`src/usc_regs.vh`:
```
// Register offsets, field positions and reset values of the serial core.
`ifndef USC_REGS_VH
`define USC_REGS_VH
// ==========================================================================
// Register byte addresses (one aligned 32-bit word each).
`define USC_ADDR_DATA      4'h0
`define USC_ADDR_STAT_A    4'h4
`define USC_ADDR_STAT_B    4'h8
`define USC_ADDR_STAT_C    4'hC
// ==========================================================================
// Divisor registers sit above the control words.
`define USC_ADDR_DIV_LOW   5'h10
`define USC_ADDR_DIV_HIGH  5'h14
// ==========================================================================
// Field positions in ctrl_stat_a.
`define USC_A_DOUBLE_SPEED 1
`define USC_A_PARITY_ERR   2
`define USC_A_OVERRUN      3
`define USC_A_FRAMING_ERR  4
`define USC_A_TX_EMPTY     5
`define USC_A_TX_DONE      6
`define USC_A_RX_READY     7
// Field positions in ctrl_stat_b.
`define USC_B_TX_NINTH     0
`define USC_B_RX_NINTH     1
`define USC_B_CHAR_SIZE2   2
`define USC_B_TX_ENABLE    3
`define USC_B_RX_ENABLE    4
// Field positions in ctrl_stat_c.
`define USC_C_CLOCK_POL    0
`define USC_C_CHAR_SIZE0   1
`define USC_C_STOP_SELECT  3
`define USC_C_PARITY_MODE  4
`define USC_C_SYNC_SELECT  6
`define USC_C_XCK_DIR      7
// ==========================================================================
// Reset values.
`define USC_RST_STAT_B     8'h00
`define USC_RST_STAT_C     8'h06
`define USC_RST_DIV        12'h000
// Character size code that selects nine data bits.
`define USC_SIZE_NINE      3'h7
`endif

```
`src/usc_core.v`:
```
// Serial transceiver core with baud generator, clock modes and a Wishbone slave.
`default_nettype none
`include "usc_regs.vh"

// Behaviour
// Baud down-counter reloads at zero or low write
// Transmit bit clock is tick/16, /8, /2
// Receiver sequencer runs on raw tick
// Bit rate follows divisor and mode
// Divisor is twelve bits in two bytes
// Sync select and clock direction pick mode
// Transfer clock pin used only in sync
// Double speed only affects async operation
// Double speed receiver uses eight samples
// External clock synchronised then edge detected
// External clock below quarter system clock
// Sync sampling edge opposite to change edge
// Clock polarity selects change and sample edges
// Frames of 5 to 9 bits, parity, stops
// Start, data LSB first, parity, stops
// Back-to-back frames or idle high line
// One frame format shared by both directions
// Only first stop bit checked for framing
// Parity is XOR of data, inverted odd
// One buffered character ahead of shifter
// Two-entry receive buffer behind shifter
// Framing, overrun and parity errors reported
// Size code seven gives nine-bit characters
// Async start validated at window centre
// Master clock output from divided transmit clock
module usc_core (
  input  wire        clk_i,        // System clock.
  input  wire        rst_i,        // Synchronous reset, active high.
  input  wire        wb_cyc_i,     // Wishbone cycle.
  input  wire        wb_stb_i,     // Wishbone strobe.
  input  wire        wb_we_i,      // Wishbone write enable.
  input  wire [4:0]  wb_adr_i,     // Wishbone byte address.
  input  wire [3:0]  wb_sel_i,     // Wishbone byte selects.
  input  wire [31:0] wb_dat_i,     // Wishbone write data.
  output reg  [31:0] wb_dat_o,     // Wishbone read data.
  output reg         wb_ack_o,     // Wishbone acknowledge.
  input  wire        serial_in_i,  // Receive data line.
  output reg         serial_out_o, // Transmit data line.
  input  wire        xck_i,        // Transfer clock pin level in.
  output reg         xck_o,        // Transfer clock pin level out.
  output wire        xck_oe_o      // Transfer clock pin drive enable.
);

  // ========================================================================
  // Control registers.
  reg [11:0] baud_divisor_ff;   // Twelve-bit divisor.
  reg        double_speed_ff;   // Double-speed asynchronous mode.
  reg [7:0]  ctrl_b_ff;         // Enables, size bit 2, transmit ninth bit.
  reg [7:0]  ctrl_c_ff;         // Mode, parity, stop, size, polarity.
  reg        pe_ff;             // Parity error of head entry.
  reg        ovr_ff;            // Overrun of head entry.
  reg        fe_ff;             // Framing error of head entry.

  wire [2:0] char_size     = {ctrl_b_ff[`USC_B_CHAR_SIZE2], ctrl_c_ff[2:1]};
  wire [1:0] parity_mode   = ctrl_c_ff[5:4];
  wire       stop_two      = ctrl_c_ff[`USC_C_STOP_SELECT];
  wire       sync_select   = ctrl_c_ff[`USC_C_SYNC_SELECT];
  wire       xck_dir       = ctrl_c_ff[`USC_C_XCK_DIR];
  wire       clock_pol     = ctrl_c_ff[`USC_C_CLOCK_POL];
  wire       tx_en         = ctrl_b_ff[`USC_B_TX_ENABLE];
  wire       rx_en         = ctrl_b_ff[`USC_B_RX_ENABLE];
  wire       sync_master   = sync_select & xck_dir;
  wire       sync_slave    = sync_select & ~xck_dir;
  wire       fast_async    = double_speed_ff & ~sync_select;

  // Data bit count from the size code; codes 4..6 are treated as eight.
  function [3:0] bits_of;
    input [2:0] code;
    begin
      if (code == `USC_SIZE_NINE) begin
        bits_of = 4'h9;
      end else if (code < 3'h4) begin
        bits_of = {2'b00, code[1:0]} + 4'h5;
      end else begin
        bits_of = 4'h8;
      end
    end
  endfunction

  wire [3:0] nbits = bits_of(char_size);

  // ========================================================================
  // Bus access decode.
  wire bus_req  = wb_cyc_i & wb_stb_i & ~wb_ack_o;
  wire wr_req   = bus_req & wb_we_i & wb_sel_i[0];
  wire rd_req   = bus_req & ~wb_we_i;
  wire wr_data  = wr_req & (wb_adr_i == {1'b0, `USC_ADDR_DATA});
  wire wr_divlo = wr_req & (wb_adr_i == `USC_ADDR_DIV_LOW);
  wire rd_data  = rd_req & (wb_adr_i == {1'b0, `USC_ADDR_DATA});

  // ========================================================================
  // Baud generator: down-counter reloaded at zero or on a low-byte write.
  reg [11:0] baud_cnt_ff;
  wire       baud_tick = (baud_cnt_ff == 12'h000);

  always @(posedge clk_i) begin
    if (rst_i) begin
      baud_cnt_ff <= `USC_RST_DIV;
    end else if (baud_tick || wr_divlo) begin
      // The low write uses the new low byte straight from the bus.
      baud_cnt_ff <= wr_divlo ? {baud_divisor_ff[11:8], wb_dat_i[7:0]} : baud_divisor_ff;
    end else begin
      baud_cnt_ff <= baud_cnt_ff - 12'h001;
    end
  end

  // ========================================================================
  // Transmit prescaler: ticks divided by 16, 8 or 2 into bit clocks.
  reg  [3:0] tx_pre_ff;
  wire [3:0] tx_pre_top = sync_master ? 4'h1 : (fast_async ? 4'h7 : 4'hF);
  wire       tx_bit_int = baud_tick && (tx_pre_ff >= tx_pre_top);

  always @(posedge clk_i) begin
    if (rst_i) begin
      tx_pre_ff <= 4'h0;
    end else if (baud_tick) begin
      tx_pre_ff <= tx_bit_int ? 4'h0 : tx_pre_ff + 4'h1;
    end
  end

  // Master clock out toggles at half periods so one period is one bit.
  always @(posedge clk_i) begin
    if (rst_i) begin
      xck_o <= 1'b0;
    end else if (!sync_master) begin
      xck_o <= clock_pol;                                  // Idle level.
    end else if (baud_tick) begin
      xck_o <= (tx_pre_ff == 4'h0) ? ~clock_pol : clock_pol;
    end
  end

  assign xck_oe_o = sync_master;

  // ========================================================================
  // Slave clock: two flops, then edge detect on the second (two-cycle delay).
  reg xck_s1_ff;
  reg xck_s2_ff;
  reg xck_s3_ff;

  always @(posedge clk_i) begin
    if (rst_i) begin
      xck_s1_ff <= 1'b0;
      xck_s2_ff <= 1'b0;
      xck_s3_ff <= 1'b0;
    end else begin
      xck_s1_ff <= xck_i & sync_slave;
      xck_s2_ff <= xck_s1_ff;
      xck_s3_ff <= xck_s2_ff;
    end
  end

  // Relies on the external clock staying below a quarter of clk_i.
  wire ext_rise = xck_s2_ff & ~xck_s3_ff;
  wire ext_fall = ~xck_s2_ff & xck_s3_ff;
  // Master edges are the toggles of xck_o seen next clock.
  wire m_rise   = sync_master & baud_tick & (tx_pre_ff == 4'h0);
  wire m_fall   = sync_master & baud_tick & (tx_pre_ff == 4'h1);
  wire pin_rise = sync_slave ? ext_rise : clock_pol ? m_fall : m_rise;
  wire pin_fall = sync_slave ? ext_fall : clock_pol ? m_rise : m_fall;
  // Change edge is rising when polarity is clear; sample on the other.
  wire chg_edge = clock_pol ? pin_fall : pin_rise;
  wire smp_edge = clock_pol ? pin_rise : pin_fall;
  wire tx_step  = sync_select ? chg_edge : tx_bit_int;

  // ========================================================================
  // Transmitter: one holding register ahead of the shift register.
  reg [8:0] tx_hold_ff;
  reg       tx_full_ff;
  reg [12:0] tx_shift_ff;                                  // Data, parity, stops.
  reg [3:0] tx_left_ff;
  reg       tx_busy_ff;
  reg       tx_done_ff;
  wire      tx_load = tx_full_ff && (!tx_busy_ff || (tx_step && tx_left_ff == 4'h0));

  // Parity over the active data bits only.
  wire [8:0] tx_mask = (9'h1FF >> (4'h9 - nbits));
  wire       tx_par  = ^(tx_hold_ff & tx_mask) ^ parity_mode[0];
  wire [3:0] tx_len  = nbits + {3'h0, parity_mode[1]} + {3'h0, stop_two} + 4'h1;

  // Frame word assembled LSB first: data, optional parity, then ones.
  reg [12:0] tx_frame;
  always @* begin
    tx_frame = {13{1'b1}};
    tx_frame[8:0] = tx_hold_ff | ~tx_mask;
    if (parity_mode[1]) begin
      tx_frame[nbits] = tx_par;
    end
  end

  always @(posedge clk_i) begin
    if (rst_i) begin
      tx_hold_ff   <= 9'h000;
      tx_full_ff   <= 1'b0;
      tx_shift_ff  <= 13'h1FFF;
      tx_left_ff   <= 4'h0;
      tx_busy_ff   <= 1'b0;
      tx_done_ff   <= 1'b0;
      serial_out_o <= 1'b1;
    end else begin
      if (wr_data && !tx_full_ff) begin
        tx_hold_ff <= {ctrl_b_ff[`USC_B_TX_NINTH], wb_dat_i[7:0]};
        tx_full_ff <= 1'b1;
      end else if (tx_load) begin
        tx_full_ff <= 1'b0;
      end
      if (wr_req && wb_adr_i == {1'b0, `USC_ADDR_STAT_A} && wb_dat_i[`USC_A_TX_DONE]) begin
        tx_done_ff <= 1'b0;
      end
      if (tx_load && tx_en) begin
        tx_shift_ff <= tx_frame;
        tx_busy_ff  <= 1'b1;
        tx_left_ff  <= tx_len;
        tx_done_ff  <= 1'b0;
      end
      if (tx_busy_ff && tx_step) begin
        if (tx_left_ff == tx_len && serial_out_o) begin
          serial_out_o <= 1'b0;                            // Start bit.
        end else if (tx_left_ff != 4'h0) begin
          serial_out_o <= tx_shift_ff[0];
          tx_shift_ff  <= {1'b1, tx_shift_ff[12:1]};
          tx_left_ff   <= tx_left_ff - 4'h1;
        end else if (tx_load && tx_en) begin
          serial_out_o <= 1'b0;
        end else begin
          tx_busy_ff   <= 1'b0;
          tx_done_ff   <= ~tx_full_ff;
        end
      end
    end
  end

  // ========================================================================
  // Receiver sequencer on the raw tick: 16 or 8 states per bit, async only; sync samples on pin edges.
  reg [3:0]  rx_ph_ff;
  reg [3:0]  rx_cnt_ff;
  reg        rx_busy_ff;
  reg [9:0]  rx_shift_ff;
  wire [3:0] rx_top = sync_master ? 4'h1 : (fast_async ? 4'h7 : 4'hF);
  wire [3:0] rx_mid = fast_async ? 4'h3 : 4'h7;
  wire       rx_smp = sync_select ? smp_edge : (baud_tick && rx_ph_ff == rx_mid);
  wire [3:0] rx_len = nbits + {3'h0, parity_mode[1]} + 4'h1;
  wire       rx_done = rx_en && rx_busy_ff && rx_smp && rx_cnt_ff == rx_len;
  reg        rx_hi_ff;
  reg        rx_in_ff;

  // Two-entry receive buffer: index 0 is the head.
  reg [8:0]  rxq_d  [0:1];
  reg [2:0]  rxq_e  [0:1];                                 // fe, ovr, pe.
  reg [1:0]  rxq_n_ff;

  always @(posedge clk_i) begin
    if (rst_i) begin
      rx_in_ff <= 1'b1;
      rx_hi_ff <= 1'b1;
    end else begin
      rx_in_ff <= serial_in_i;
      rx_hi_ff <= baud_tick ? rx_in_ff : rx_hi_ff;
    end
  end

  // Received fields after the shift: data bits and parity.
  wire [8:0] rx_dat  = rx_shift_ff[8:0] >> (4'h9 - nbits) & tx_mask;
  wire       rx_pbit = rx_shift_ff[9];
  wire       rx_perr = parity_mode[1] & ((^rx_dat) ^ parity_mode[0] ^ rx_pbit);

  always @(posedge clk_i) begin
    if (rst_i || !rx_en) begin
      rx_ph_ff    <= 4'h0;
      rx_cnt_ff   <= 4'h0;
      rx_busy_ff  <= 1'b0;
      rx_shift_ff <= 10'h000;
    end else if (!rx_busy_ff) begin
      // Async: wait for a high-to-low change between ticks, then verify at the window centre.
      if (sync_select ? (rx_smp && !rx_in_ff) : (baud_tick && !rx_in_ff && rx_hi_ff)) begin
        rx_busy_ff <= 1'b1;
        rx_ph_ff   <= 4'h1;
        rx_cnt_ff  <= sync_select ? 4'h1 : 4'h0;
      end
    end else begin
      if (baud_tick && !sync_select) begin
        rx_ph_ff <= (rx_ph_ff >= rx_top) ? 4'h0 : rx_ph_ff + 4'h1;
      end
      if (rx_smp) begin
        if (rx_cnt_ff == 4'h0 && rx_in_ff) begin
          rx_busy_ff <= 1'b0;                              // False start.
        end else if (rx_cnt_ff == rx_len) begin
          rx_busy_ff <= 1'b0;                              // First stop only.
        end else begin
          if (rx_cnt_ff != 4'h0) begin
            rx_shift_ff <= parity_mode[1] && rx_cnt_ff == rx_len - 4'h1 ?
                           {rx_in_ff, rx_shift_ff[8:0]} :
                           {1'b0, rx_in_ff, rx_shift_ff[8:1]}; // LSB first.
          end
          rx_cnt_ff <= rx_cnt_ff + 4'h1;
        end
      end
    end
  end

  // Queue maintenance; a full queue marks overrun on the tail entry and drops the new one.
  wire rx_pop  = rd_data && rxq_n_ff != 2'h0;
  wire rx_push = rx_done;
  wire [2:0] rx_err = {~rx_in_ff, 1'b0, rx_perr};

  always @(posedge clk_i) begin
    if (rst_i) begin
      rxq_n_ff <= 2'h0;
      rxq_d[0] <= 9'h000;
      rxq_d[1] <= 9'h000;
      rxq_e[0] <= 3'h0;
      rxq_e[1] <= 3'h0;
    end else begin
      if (rx_pop) begin
        rxq_d[0] <= rxq_d[1];
        rxq_e[0] <= rxq_e[1];
      end
      if (rx_push && rxq_n_ff == 2'h2 && !rx_pop) begin
        rxq_e[1][1] <= 1'b1;                               // Overrun.
      end else if (rx_push) begin
        if (rxq_n_ff - {1'b0, rx_pop} == 2'h0) begin
          rxq_d[0] <= rx_dat;
          rxq_e[0] <= rx_err;
        end else begin
          rxq_d[1] <= rx_dat;
          rxq_e[1] <= rx_err;
        end
        rxq_n_ff <= rxq_n_ff + 2'h1 - {1'b0, rx_pop};
      end else if (rx_pop) begin
        rxq_n_ff <= rxq_n_ff - 2'h1;
      end
    end
  end

  always @* begin
    fe_ff  = rxq_e[0][2];
    ovr_ff = rxq_e[0][1];
    pe_ff  = rxq_e[0][0];
  end

  // ========================================================================
  // Register writes and one-wait-state acknowledge.
  always @(posedge clk_i) begin
    if (rst_i) begin
      baud_divisor_ff <= `USC_RST_DIV;
      double_speed_ff <= 1'b0;
      ctrl_b_ff       <= `USC_RST_STAT_B;
      ctrl_c_ff       <= `USC_RST_STAT_C;
      wb_ack_o        <= 1'b0;
      wb_dat_o        <= 32'h0000_0000;
    end else begin
      wb_ack_o <= bus_req;
      if (wr_req) begin
        if (wb_adr_i == {1'b0, `USC_ADDR_STAT_A}) begin
          double_speed_ff <= wb_dat_i[`USC_A_DOUBLE_SPEED];
        end else if (wb_adr_i == {1'b0, `USC_ADDR_STAT_B}) begin
          ctrl_b_ff <= wb_dat_i[7:0] & 8'h1D;              // Receive ninth bit is read-only.
        end else if (wb_adr_i == {1'b0, `USC_ADDR_STAT_C}) begin
          ctrl_c_ff <= wb_dat_i[7:0];
        end else if (wr_divlo) begin
          baud_divisor_ff[7:0] <= wb_dat_i[7:0];
        end else if (wb_adr_i == `USC_ADDR_DIV_HIGH) begin
          baud_divisor_ff[11:8] <= wb_dat_i[3:0];
        end
      end
      if (rd_req) begin
        if (wb_adr_i == {1'b0, `USC_ADDR_DATA}) begin
          wb_dat_o <= {24'h0, rxq_d[0][7:0]};
        end else if (wb_adr_i == {1'b0, `USC_ADDR_STAT_A}) begin
          wb_dat_o <= {24'h0, rxq_n_ff != 2'h0, tx_done_ff, ~tx_full_ff, fe_ff, ovr_ff, pe_ff,
                       double_speed_ff, 1'b0};
        end else if (wb_adr_i == {1'b0, `USC_ADDR_STAT_B}) begin
          wb_dat_o <= {24'h0, ctrl_b_ff[7:2], rxq_d[0][8], ctrl_b_ff[0]};
        end else if (wb_adr_i == {1'b0, `USC_ADDR_STAT_C}) begin
          wb_dat_o <= {24'h0, ctrl_c_ff};
        end else if (wb_adr_i == `USC_ADDR_DIV_LOW) begin
          wb_dat_o <= {24'h0, baud_divisor_ff[7:0]};
        end else if (wb_adr_i == `USC_ADDR_DIV_HIGH) begin
          wb_dat_o <= {28'h0, baud_divisor_ff[11:8]};
        end else begin
          wb_dat_o <= 32'h0000_0000;                       // Unmapped reads zero.
        end
      end
    end
  end

endmodule
`default_nettype wire

```
`config.mk`:
```
export PLATFORM = sky130hd
export DESIGN_NAME = usc_core
export DESIGN_NICKNAME = d
export VERILOG_FILES = /design/src/usc_core.v
export VERILOG_INCLUDE_DIRS = /design/src
export SDC_FILE = /design/constraint.sdc
export NUM_CORES = 1
export LEC_CHECK = 0
export ABC_AREA = 0
export BUFFER_PORTS_ARGS = -buffer_cell sky130_fd_sc_hd__buf_2
export CELL_PAD_IN_SITES_DETAIL_PLACEMENT = 2
export CELL_PAD_IN_SITES_GLOBAL_PLACEMENT = 2
export CORE_ASPECT_RATIO = 1.1
export CORE_MARGIN = 4
export CORE_UTILIZATION = 36
export DETAILED_ROUTE_END_ITERATION = 16
export PLACE_DENSITY_LB_ADDON = 0.1
export SLEW_MARGIN = 20
export SYNTH_ARGS = -nofsm -noshare
export SYNTH_HDL_FRONTEND = slang
export SYNTH_SLANG_ARGS = --single-unit
```
`constraint.sdc`:
```
create_clock -name clk_i -period 4.2 [get_ports clk_i]
set_input_delay 0.42 -clock clk_i [delete_from_list [all_inputs] [get_ports clk_i]]
set_output_delay 0.42 -clock clk_i [all_outputs]
set_load 0.01 [all_outputs]
```
After elaboration in Yosys (flattened, before gate mapping)
Memory sizes are Yosys's and may differ from the RTL's.
Cells that the tools add are included.
{"block": "word_totals", "ff_bits": 131, "ram_bits": 24, "in_bits": 48, "output_inout_bits": 36, "memories": 2}
{"block": "classes", "n_addsub": 16, "order_cmp": 5, "n_eq_ne": 17, "shifts": 2, "n_mux": 99, "bitwise": 51, "n_reduce_logical": 58}
{"name": "rxq_d", "words": 2, "width": 9, "read_ports": 2, "rd_ports_with_merged_regs": 0, "write_ports": 2, "line": "usc_core.v:252", "text": "reg [8:0] rxq_d [0:1];"}
{"name": "rxq_e", "words": 2, "width": 3, "read_ports": 2, "rd_ports_with_merged_regs": 0, "write_ports": 2, "line": "usc_core.v:253", "text": "reg [2:0] rxq_e [0:1];"}
{"cell": "$mux W4", "n": 19}
{"cell": "$mux W13", "n": 5}
{"cell": "$mux W1", "n": 57}
{"cell": "$mux W8", "n": 6}
{"cell": "$mux W9", "n": 3}
{"cell": "$logic_and A1 B1 Y1", "n": 23}
{"cell": "$add A4 B1 Y4 const B", "n": 5}
{"cell": "$and A1 B1 Y1", "n": 18}
{"cell": "$and A9 B9 Y9", "n": 2}
{"cell": "$reduce_xor A9 Y1", "n": 2}
{"cell": "$not A1 Y1", "n": 17}
{"cell": "$bwmux W13", "n": 1}
{"cell": "$eq A4 B4 Y1", "n": 3}
{"cell": "$logic_not A12 Y1", "n": 1}
{"cell": "$logic_not A4 Y1", "n": 3}
{"cell": "$mux W12", "n": 1}
{"cell": "$reduce_and A6 Y1", "n": 2}
{"cell": "$sub A12 B1 Y12 const B", "n": 1}
{"cell": "$eq A5 B4 Y1 const B", "n": 2}
{"cell": "$eq A5 B5 Y1 const B", "n": 2}
{"cell": "$mux W10", "n": 1}
{"cell": "$reduce_and A5 Y1", "n": 2}
{"cell": "$mux W3", "n": 3}
{"cell": "$not A9 Y9", "n": 1}
{"cell": "other kinds (35)", "n": 68}

Logic depth before layout (Yosys ltp)
Gate-level depths: netlist (run 1).
{"block": "depth", "word_depth": 16, "depth_mapped": 18, "ltp_nobuf": 16}

Worst setup path after synthesis (run 1)
OpenSTA, ideal clock, no wires.
{"block": "synth_timing", "kind": "reg-to-reg", "startpoint": "register ctrl_c_ff[1]", "endpoint": "memory rxq_d[0][0], enable pin", "arrival_time_ns": 3.319, "path_slack_ns": 0.546, "stages_incl_launch_ff": 18, "path_buffers": 3, "period_less_slack_ns": 3.654, "path_cell_list": "dfxtp_1 ha_1 and2_0 clkbuf_1 nor2_2 inv_1 ha_1 clkbuf_2 xnor2_1 ha_1 xor2_1 nor2_1 and3_1 nand4_1 and3b_1 clkbuf_1 nor2_1 nand2_1"}
{"item": "start: declaration", "line": "usc_core.v:54", "text": "reg [7:0] ctrl_c_ff;"}
{"item": "start signal: assignment", "line": "usc_core.v:352", "text": "ctrl_c_ff <= `USC_RST_STAT_C;"}
{"item": "start signal: assignment", "line": "usc_core.v:363", "text": "ctrl_c_ff <= wb_dat_i[7:0];"}
{"item": "end: declaration", "line": "usc_core.v:252"}

Worst setup path after layout (run 1)
{"block": "layout_timing", "startpoint": "register ctrl_c_ff[1]", "endpoint": "register tx_shift_ff[7]"}
{"block": "layout_via", "elab_chain_len": 14}
{"item": "$add A2 B3 Y4 or $lt A3 B3 Y1 (tied branches)", "line": "usc_core.v:78, usc_core.v:77"}
{"item": "$mux W4", "line": "usc_core.v:77", "text": "end else if (code < 3'h4) begin"}
{"item": "$mux W4 (*)", "line": "usc_core.v:75", "text": "if (code == `USC_SIZE_NINE) begin"}
{"item": "$sub A4 B4 Y4", "line": "usc_core.v:181", "text": "wire [8:0] tx_mask = (9'h1FF >> (4'h9 - nbits));"}
{"item": "$shr A9 B4 Y9", "line": "usc_core.v:181"}
{"item": "$and A9 B9 Y9", "line": "usc_core.v:182", "text": "wire tx_par = ^(tx_hold_ff & tx_mask) ^ parity_mode[0];"}
{"item": "$reduce_xor A9 Y1", "line": "usc_core.v:182"}
{"item": "$xor A1 B1 Y1", "line": "usc_core.v:182"}
{"item": "$bwmux W13", "line": "usc_core.v:191", "text": "tx_frame[nbits] = tx_par;"}
{"item": "$mux W13", "line": "usc_core.v:190", "text": "if (parity_mode[1]) begin"}
{"item": "$mux W13", "line": "usc_core.v:214", "text": "if (tx_load && tx_en) begin"}
{"item": "$mux W13", "line": "usc_core.v:223", "text": "end else if (tx_left_ff != 4'h0) begin"}
{"item": "$mux W13", "line": "usc_core.v:221", "text": "if (tx_left_ff == tx_len && serial_out_o) begin"}
{"item": "$mux W13 (*)", "line": "usc_core.v:220", "text": "if (tx_busy_ff && tx_step) begin"}
{"item": "end signal: assignment", "line": "usc_core.v:215", "text": "tx_shift_ff <= tx_frame;"}
{"item": "end signal: assignment", "line": "usc_core.v:225", "text": "tx_shift_ff <= {1'b1, tx_shift_ff[12:1]};"}
{"item": "end: declaration", "line": "usc_core.v:174", "text": "reg [12:0] tx_shift_ff;"}
Every way passes the cells marked *; elsewhere a longest branch is shown, timed or not.
A chain may end at the register's enable or synchronous reset.

==> results of run 1 <==
-- per-layer routing --
metal	vias up	track usage, %	part of all wire [%]
li1	3240	-	-
met1	3394	26.1	43
met2	88	40.2	53
met3	21	2.83	2.6
met4	0	5.89	1.6
met5	-	0	0
-- cells by family (layout without fill, tap and decap cells) --
group / after synthesis / after routing / share of synthesized area, %
xor gates and xnor gates: 45 / 45 / 5.59
DFF: 131 / 131 / 37.0
AOI/OAI and AO/OA: 203 / 203 / 17.3
adders and majority gates: 28 / 28 / 4.56
buffers and inverters: 97 / 116 / 6.52
and+or+nand+nor: 357 / 357 / 22.8
muxes: 45 / 45 / 6.14
other: 1 / 24 / 0.0488
-- sequential cells by signal, indices dropped and copies added (netlist names), 2 cells and up --
| register | count |
|---|---|
| tx_shift_ff | 13 |
| wb_dat_o | 8 |
| rx_ph_ff | 4 |
| ctrl_b_ff | 4 |
| ctrl_c_ff | 8 |
| tx_pre_ff | 4 |
| rxq_n_ff | 2 |
| baud_divisor_ff | 12 |
| tx_hold_ff | 9 |
| rxq_d | 18 |
| tx_left_ff | 4 |
| rxq_e | 6 |
| rx_cnt_ff | 4 |
| rx_shift_ff | 10 |
| baud_cnt_ff | 12 |
-- layout make-up --
type,instances,area [um^2]
clock inverters,14,120
inverters,23,91.3
multi-input cells,702,4430
repair buffers,61,378
flip-flops and latches,131,2840
well taps,285,357
clock buffers,18,429
fillers,2395,12100
-- cells in the mapped netlist (5+ instances only) --
cell      instances
xor2_1           14
o22ai_1           6
o21ai_0          26
and3b_1           5
nand4_1           7
nor2_1          106
a21o_1            7
and2_1            7
nand2_1          97
and3_1            7
mux2_2            7
a211oi_1         12
nand2b_1         22
edfxtp_1         22
dfxtp_1         109
a211o_1           9
inv_1            21
clkbuf_1         32
nand3b_1          6
nand3_1          33
xnor2_1          28
buf_2             8
nor3_1           25
ha_1             28
mux2i_1          37
a21oi_1          82
a221oi_1         10
buf_4            26
o211ai_1         12
-- worst max-delay path, stage by stage, from the launching register on --
cell	delay, ps
dfxtp_1	320
ha_1	220
and2_0	190
nor2_2	110
inv_1	90
ha_1	360
inv_1	130
ha_1	220
mux2i_1	190
o21ai_0	150
o21a_1	220
o2111ai_2	330
and4_2	480
nor2_1	150
a221oi_1	280
o21ai_0	120
-- power by group through the flow --
| stage | clock [mW] | combinational (mW) | sequential, mW |
|---|---|---|---|
| floorplan | 0 | 0.502 | 1.44 |
| CTS | 1.43 | 0.667 | 1.43 |
| detailed placement | 0 | 0.659 | 1.46 |
| global placement | 0 | 0.620 | 1.45 |
| global route | 1.50 | 0.759 | 1.44 |
| finish | 1.41 | 0.654 | 1.43 |
-- path summary, 6_finish.rpt --
check,endpoint,cells after the start,from,slack (ps)
hold reg to reg,xck_s2_ff,1,xck_s1_ff,450
setup / recovery,tx_shift_ff[7],15,ctrl_c_ff[1],470
hold / removal,rx_in_ff,2,serial_in_i,180
setup reg to reg,tx_shift_ff[7],15,ctrl_c_ff[1],470
-- what timing repair did --
action	4_1_cts	5_1_grt
buffers inserted	0	0
endpoints found under the setup margin	0	1
resized for setup	0	1
==> run metrics, run 1 <==
Sequential Power Share=about two fifths; outcome=finished, final reports clean; die area=around 24000 um^2; clock-pin slew on the worst setup and hold paths=70 ps; type of destination of the critical path=flip-flop; layout cells sized above 1=a little over an eighth; Routed Wire Length=25400 um; RSZ-0062 raised after global routing=no; Total Routing Usage GR=21.6%; clk root buf=clkbuf_16; worst-margin pin slew=1100 ps; post-DP HPWL=19000 um; CP arrival=roughly 4000 ps; leakage power=3.38 nW; crit-path max FO=12; EDFF count, synth=22; mapped cell area=approximately 7700 um^2; grt ovf=0; clock buffer depth=2; core area=20800 um^2; max_cap viols=0; # rows=55; final layout net count=a little over 1000; CP required=4460 ps; pwr/cell area=404 nW/um^2; DR vias/cell=5.46; cts bufs inserted=17; drt initial violations=334; Initial Util=between 30% and 40%; die height=approximately 160 um; TritonCTS clock tree=built; post-synth top area share=between 20% and 30%; most frequent cells in the layout=dfxtp_1 (109), nor2_1 (106), nand2_1 (97), a21oi_1 (82), mux2i_1 (37); Remaining DRCs=0; Placed Area=8100 um^2; Port Buffers=32; initial antenna violation count=0; routed via count=6743; post-route cell area=8650 um^2; Total Power=3.49 mW; Final Skew=13.4 ps; routability congestion estimate=0.830; Mapped Cells=907; clock latency on the worst-skew pair=430 ps; dominant synthesized flop cell=dfxtp_1; Finish-stage setup viols=0; P_int=about 2.4 mW; Area growth syn-to-layout=12.7%; CP Class=flip-flop to flip-flop; pre-CTS setup slack=355 ps; final period utilization=88.7%; Pre-Repair DR Iteration Count=5; Placed Cells incl. Taps=1202; worst vdd ir=between 0.0003 and 0.0004 V; fmax=268 MHz; HP Class=input pin to flip-flop; final design utilization=41.6%; clock sinks=about 130; crit start category=flip-flop; htree depth=4; async set-reset flop share out of synthesis=0%; Logic pwr share=18.7%; syn avg cell area=8.47 um^2; Fin Hold WS=176 ps; vias in the first global route=7306; #FFs+latches synth=131; routed length per instance=20.6 um; first-pass GRT wire length=40800 um; largest net degree at the start of global routing=49; clock network fraction of total power=between 40% and 50%; final hold vios=0; minimum clock period=3730 ps; NetSw=1.11 mW; post-route antenna net violation count=0; Setup WS post-layout=474 ps; Setup TNS=0 ps; ranking of synthesized cells by area=dfxtp_1 (28%), edfxtp_1 (8.6%), a21oi_1 (5.3%); largest area contributor in the netlist=dfxtp_1; Die W=about 150 um; slew margin rel.=26.9%; Switching Fraction=31.9%; Netlist cell types=80; Seq/Total Area, Yosys=37.0%; Ports=84; Hold-fix buffers, CTS=0; commonest non-fill, non-tap cell in the layout=dfxtp_1; Synth Warn #=0; final std cells w/o fill=1234; diode count=0; Final Max Slew Viols=0
Note: power is estimated with default switching activity, not from simulation.
==> inputs of run 2 (changes only) <==
- ABC_AREA: 0 -> 1
- CORE_UTILIZATION: 36 -> 33
==> run metrics, run 2 <==
Worst R2R Start=ctrl_c_ff[1] (unchanged); CP required=4270 ps (was 4460 ps); Netlist cell types=46 (was 80); vias in the first global route=8369 (was 7306); Ports=84 (unchanged); outcome=finished, final reports clean (unchanged); diode count=0 (unchanged); slew margin rel.=35.0% (was 26.9%); clock latency on the worst-skew pair=430 ps (about the same); die area=26700 um^2 (was 23700 um^2); die height=171 um (was 161 um); post-route cell area=8960 um^2 (was 8650 um^2); Worst Reg2Reg Path Length in Cells=17 (was 15); hold path startpoint=serial_in_i (unchanged); pre-CTS setup slack=397 ps (was 355 ps); max reg flops=18 (unchanged); syn avg cell area=6.81 um^2 (was 8.47 um^2); max_cap viols=0 (unchanged); pwr/cell area=378 nW/um^2 (was 404 nW/um^2); post-synth top area share=27.4% (was 28.4%); clock sinks=131 (unchanged); layout cells sized above 1=9.85% (was 13.6%); fmax=264 MHz (was 268 MHz); R2R Setup Slk=410 ps (was 470 ps); final layout net count=1282 (was 1012); Seq/Total Area, Yosys=35.7% (was 37.0%); htree depth=4 (unchanged); initial antenna violation count=0 (unchanged); Post-synth top cells=nand2_1 (277), inv_1 (145), nor2_1 (141), nand3_1 (112), dfxtp_1 (109) (was dfxtp_1 (109), nor2_1 (106), nand2_1 (97), a21oi_1 (82), mux2i_1 (37)); cell with the most instances after synthesis=nand2_1 (was dfxtp_1); Synth Warn #=0 (unchanged); Initial Util=33.6% (was 36.9%); final hold vios=0 (unchanged); drt initial violations=281 (was 334); Die W=156 um (was 147 um); Pre-Repair DR Iteration Count=5 (unchanged); #FFs+latches synth=131 (unchanged); r2r endpoint=rxq_d[0][4] (was tx_shift_ff[7]); Final Max Slew Viols=0 (unchanged); Placed Cells incl. Taps=1492 (was 1202); Buffers & Inverters on Critical Path=3 (was 2); Post-CTS Setup Inserts=0 (unchanged); TritonCTS clock tree=built (unchanged); Remaining DRCs=0 (unchanged); dominant synthesized flop cell=dfxtp_1 (unchanged); HP Class=input pin to flip-flop (unchanged); WHS Endpoint=rx_in_ff (unchanged); largest area contributor in the netlist=dfxtp_1 (unchanged); # rows=59 (was 55); Final Skew=17.8 ps (was 13.4 ps); Area growth syn-to-layout=12.5% (was 12.7%); Placed Area=8370 um^2 (was 8100 um^2); post-DP HPWL=21700 um (was 19000 um); Setup WS post-layout=407 ps (was 474 ps); type of destination of the critical path=flip-flop (unchanged); commonest non-fill, non-tap cell in the layout=nand2_1 (was dfxtp_1); ranking of synthesized cells by area=dfxtp_1 (27%), nand2_1 (13%), edfxtp_1 (8.3%) (was dfxtp_1 (28%), edfxtp_1 (8.6%), a21oi_1 (5.3%)); CP arrival=3860 ps (was 3990 ps); Total Routing Usage GR=21.5% (was 21.6%); Hold-fix buffers, CTS=0 (unchanged); crit-path max FO=19 (was 12); most frequent cells in the layout=nand2_1 (277), inv_1 (145), nor2_1 (140), nand3_1 (112), dfxtp_1 (109) (was dfxtp_1 (109), nor2_1 (106), nand2_1 (97), a21oi_1 (82), mux2i_1 (37)); biggest regs=rxq_d (18), tx_shift_ff (13) (unchanged); routed via count=7829 (was 6743); CP max stage delay=420 ps (was 480 ps); core area=23700 um^2 (was 20800 um^2); routed length per instance=18.1 um (was 20.6 um); largest net degree at the start of global routing=46 (was 49); Worst Hold Depth=2 (unchanged); minimum clock period=3790 ps (was 3730 ps); clock-pin slew on the worst setup and hold paths=60 ps (was 70 ps); DR vias/cell=5.14 (was 5.46); final period utilization=90.3% (was 88.7%); clock buffer depth=2 (unchanged); CP Class=flip-flop to flip-flop (unchanged); final std cells w/o fill=1523 (was 1234); post-route antenna net violation count=0 (unchanged); grt ovf=0 (unchanged); Worst path most repeated cell=nand2_1 (was ha_1); RSZ-0062 raised after global routing=no (unchanged); EDFF count, synth=22 (unchanged); critical path's top delay family=simple AND/OR/NAND/NOR gates (was compound AO/OA/AOI/OAI gates); crit start category=flip-flop (unchanged); Port Buffers=32 (unchanged); Mapped Cells=1170 (was 907); Top reg by flops=rxq_d (unchanged); worst vdd ir=0.000210 V (was 0.000311 V); clk root buf=clkbuf_16 (unchanged); worst-margin pin slew=968 ps (was 1100 ps); mapped cell area=7960 um^2 (was 7680 um^2); critical path's slowest cell=dfxtp_1 (was and4_2); Setup TNS=0 ps (unchanged); critical path cell sequence=inv_1, nand2_2, nand2_1, ha_1, inv_1, nand2_1, nand2_1, inv_1, ha_1, xor2_1, nor3_1, nand3_2, nor2_4, nand2_2, nor2_4, nand3_4, nand2_1 (was ha_1, and2_0, nor2_2, inv_1, ha_1, inv_1, ha_1, mux2i_1, o21ai_0, o21a_1, o2111ai_2, and4_2, nor2_1, a221oi_1, o21ai_0); Finish-stage setup viols=0 (unchanged); routability congestion estimate=0.817 (was 0.830); cts bufs inserted=17 (unchanged); async set-reset flop share out of synthesis=0% (unchanged); Total Power=3.38 mW (was 3.49 mW); Routed Wire Length=27600 um (was 25400 um); first-pass GRT wire length=45200 um (was 40800 um); post-cts sizing count=0 (unchanged); leakage power=4.22 nW (was 3.38 nW)
-- run 2: how the worst max path moves through the flow --
stage / startpoint / to / slack (ps) / cells after the start
3_5_place_dp: ctrl_c_ff[1] / rxq_d[0][7] / 400 / 17
6_report: ctrl_c_ff[1] / rxq_d[0][4] / 410 / 17
2_1_floorplan: ctrl_c_ff[1] / rxq_d[0][0] / 810 / 19
3_3_place_gp: ctrl_c_ff[1] / rxq_d[0][6] / 520 / 17
4_1_cts: ctrl_c_ff[1] / rxq_d[0][7] / 370 / 17
5_1_grt: ctrl_c_ff[1] / rxq_d[0][4] / 90 / 17
-- run 2: through the flow --
step | hold slack, ps | util [%]
finish | 185 | 37.8
floorplan | 388 | -
global placement | 401 | 35.3
detailed placement | 413 | 35.3
global route | 172 | 37.8
CTS | 171 | 37.8
-- run 2: cell families (layout without fill, tap and decap cells) --
| logic type | Yosys count | after routing | share of synthesized area, % |
|---|---|---|---|
| buffers and inverters | 207 | 232 | 11.4 |
| AOI/OAI and AO/OA | 188 | 188 | 13.4 |
| adders and majority gates | 28 | 28 | 4.40 |
| other | 1 | 24 | 0.0471 |
| and+or+nand+nor | 596 | 596 | 32.9 |
| xor gates and xnor gates | 19 | 19 | 2.09 |
| DFF | 131 | 131 | 35.7 |
-- run 2: area by class of cell --
cell class                 instances  area [um^2]
clock inverter                    12          134
timing repair buffer              44          250
multi-input combinational        855         4300
tap                              305          382
fill                            2878        14700
inverter                         157          594
sequential                       131         2840
clock buffer                      19          453
-- run 2: worst reg2reg max path: stages, from the launching register on --
cell     delay (ps)
dfxtp_1         420
inv_1           160
nand2_2         220
nand2_1         120
ha_1            270
inv_1            80
nand2_1          50
nand2_1         140
inv_1            80
ha_1            310
xor2_1          170
nor3_1          210
nand3_2         120
nor2_4          190
nand2_2          80
nor2_4          190
nand3_4         240
nand2_1         410
-- run 2: metal layers --
metal	vias up	global-route usage (%)	wire, um
met3	25	3.31	563
met5	-	0	0
met2	83	38.9	14200
met4	0	5.89	548
met1	3878	26.4	12300
li1	3843	-	-
-- run 2: where the power goes --
group | switching [mW] | internal [mW] | leakage (nW)
registers | 0.0517 | 1.33 | 1.11
logic | 0.326 | 0.170 | 2.83
clock network | 0.599 | 0.903 | 0.285
total | 0.977 | 2.41 | 4.22
==> inputs of run 3 (changes only) <==
==> constraint.sdc (replaced) <==
create_clock -name clk_i -period 4.2 [get_ports clk_i]
set_input_delay 0.21 -clock clk_i [delete_from_list [all_inputs] [get_ports clk_i]]
set_output_delay 0.21 -clock clk_i [all_outputs]
set_load 0.01 [all_outputs]
==> run metrics, run 3 (same netlist as run 2, synthesis figures left out) <==
outcome=finished, final reports clean (unchanged); Initial Util=33.6% (unchanged); clock sinks=131 (unchanged); type of destination of the critical path=flip-flop (unchanged); most frequent cells in the layout=nand2_1 (277), inv_1 (145), nor2_1 (140), nand3_1 (112), dfxtp_1 (109) (unchanged); critical path cell sequence=inv_4, nand2_2, nand2_1, ha_1, inv_1, nand2_1, nand2_1, inv_1, ha_1, xor2_1, nor3_1, nand3_2, nor2_4, nand2_2, nor2_4, nand3_4, nand2_1 (was inv_1, nand2_2, nand2_1, ha_1, inv_1, nand2_1, nand2_1, inv_1, ha_1, xor2_1, nor3_1, nand3_2, nor2_4, nand2_2, nor2_4, nand3_4, nand2_1); htree depth=4 (unchanged); CP max stage delay=500 ps (was 420 ps); Die W=156 um (unchanged); Final Max Slew Viols=0 (unchanged); Placed Area=8350 um^2 (was 8370 um^2); clock-pin slew on the worst setup and hold paths=60 ps (about the same); Setup WS post-layout=461 ps (was 407 ps); worst vdd ir=0.000234 V (was 0.000210 V); post-route antenna net violation count=0 (unchanged); first-pass GRT wire length=44400 um (was 45200 um); biggest regs=rxq_d (18), tx_shift_ff (13) (unchanged); final design utilization=37.9% (was 37.8%); slew margin rel.=30.8% (was 35.0%); commonest non-fill, non-tap cell in the layout=nand2_1 (unchanged); grt ovf=0 (unchanged); # rows=59 (unchanged); leakage power=4.23 nW (was 4.22 nW); Finish-stage setup viols=0 (unchanged); crit start category=flip-flop (unchanged); Post-CTS Setup Inserts=0 (unchanged); clk root buf=clkbuf_16 (unchanged); Area growth syn-to-layout=12.6% (was 12.5%); Switching Fraction=29.1% (was 28.9%); core area=23700 um^2 (unchanged); Port Buffers=32 (unchanged); post-DP HPWL=21300 um (was 21700 um); clock network fraction of total power=45.7% (was 44.4%); Setup TNS=0 ps (unchanged); worst-margin pin slew=1030 ps (was 968 ps); CP required=4280 ps (was 4270 ps); Worst path most repeated cell=nand2_1 (unchanged); vias in the first global route=8264 (was 8369); fmax=267 MHz (was 264 MHz); layout cells sized above 1=9.61% (was 9.85%); RSZ-0062 raised after global routing=no (unchanged); post-route cell area=8970 um^2 (was 8960 um^2); max reg flops=18 (unchanged); DR vias/cell=5.09 (was 5.14); final period utilization=89.0% (was 90.3%); clock latency on the worst-skew pair=430 ps (about the same); routed length per instance=18.1 um (about the same); die area=26700 um^2 (unchanged); clock buffer depth=2 (unchanged); die height=171 um (unchanged); Logic pwr share=14.2% (was 14.7%); CP arrival=3820 ps (was 3860 ps); TritonCTS clock tree=built (unchanged); minimum clock period=3740 ps (was 3790 ps); critical path's slowest cell=dfxtp_1 (unchanged); P_int=2.45 mW (was 2.41 mW); routability congestion estimate=0.812 (was 0.817); final hold vios=0 (unchanged); max_cap viols=0 (unchanged); drt initial violations=277 (was 281); Sequential Power Share=40.1% (was 41.0%); Routed Wire Length=27600 um (about the same); cts bufs inserted=17 (unchanged); pre-CTS setup slack=425 ps (was 397 ps); routed via count=7758 (was 7829); Ports=84 (unchanged); final layout net count=1281 (was 1282); pwr/cell area=385 nW/um^2 (was 378 nW/um^2); CP Class=flip-flop to flip-flop (unchanged); Remaining DRCs=0 (unchanged); NetSw=1.01 mW (was 0.977 mW); HP Class=input pin to flip-flop (unchanged); crit-path max FO=19 (unchanged); Total Routing Usage GR=21.1% (was 21.5%); largest net degree at the start of global routing=50 (was 46); Top reg by flops=rxq_d (unchanged); diode count=0 (unchanged); initial antenna violation count=0 (unchanged); Pre-Repair DR Iteration Count=6 (was 5); Final Skew=12.2 ps (was 17.8 ps)
==> run 3: area by class of cell <==
cell class | count | area, um^2
fillers | 2867 | 14700
multi-input cells | 855 | 4300
flip-flops and latches | 131 | 2840
inverters | 157 | 594
clock buffers | 19 | 433
well taps | 305 | 382
repair buffers | 43 | 245
clock inverters | 13 | 173
==> run 3: power groups by stage <==
stage / combinational (mW) / clock (mW) / sequential (mW)
2_1_floorplan: 0.370 / 0 / 1.40
3_5_place_dp: 0.496 / 0 / 1.42
3_3_place_gp: 0.483 / 0 / 1.41
4_1_cts: 0.504 / 1.61 / 1.39
6_report: 0.490 / 1.58 / 1.39
5_1_grt: 0.566 / 1.67 / 1.39
==> run 3: path summary, 6_finish.rpt <==
kind	start	endpoint	slack, ps	cells after the start
min reg2reg	xck_s1_ff	xck_s2_ff	420	2
max	ctrl_b_ff[2]	rxq_d[0][8]	460	17
max reg2reg	ctrl_b_ff[2]	rxq_d[0][8]	460	17
min	xck_i	xck_s1_ff	50	3
==> run 3: what timing repair did <==
item / CTS / global route
hold endpoints to repair: 1 / 0
gates resized for setup: 0 / 0
hold buffers: 1 / 0
==> run 3: worst max-delay path: cells and delay by family, from the launching register on <==
kind / cells / cell delay [ps]
and+or+nand+nor: 11 / 1880
DFF: 1 / 500
adders and majority gates: 2 / 570
buffers and inverters: 3 / 240
xor gates and xnor gates: 1 / 170
==> run 3: per-stage QoR <==
| stage | power [mW] | cells | hold slack (ps) |
|---|---|---|---|
| after floorplan | 1.77 | 1193 | 314 |
| after CTS | 3.51 | 1523 | 45.1 |
| after global routing | 3.63 | 1523 | 42.6 |
| final | 3.46 | 1523 | 49.2 |
| after global placement | 1.90 | 1490 | 392 |
| after detailed placement | 1.91 | 1490 | 401 |
==> run 3: metal layers <==
layer / wire (um) / up-vias / global-route usage (%)
li1: - / 3849 / -
met1: 12300 / 3803 / 26.0
met2: 14200 / 80 / 38.6
met3: 732 / 26 / 2.93
met4: 422 / 0 / 5.21
met5: 0 / - / 0
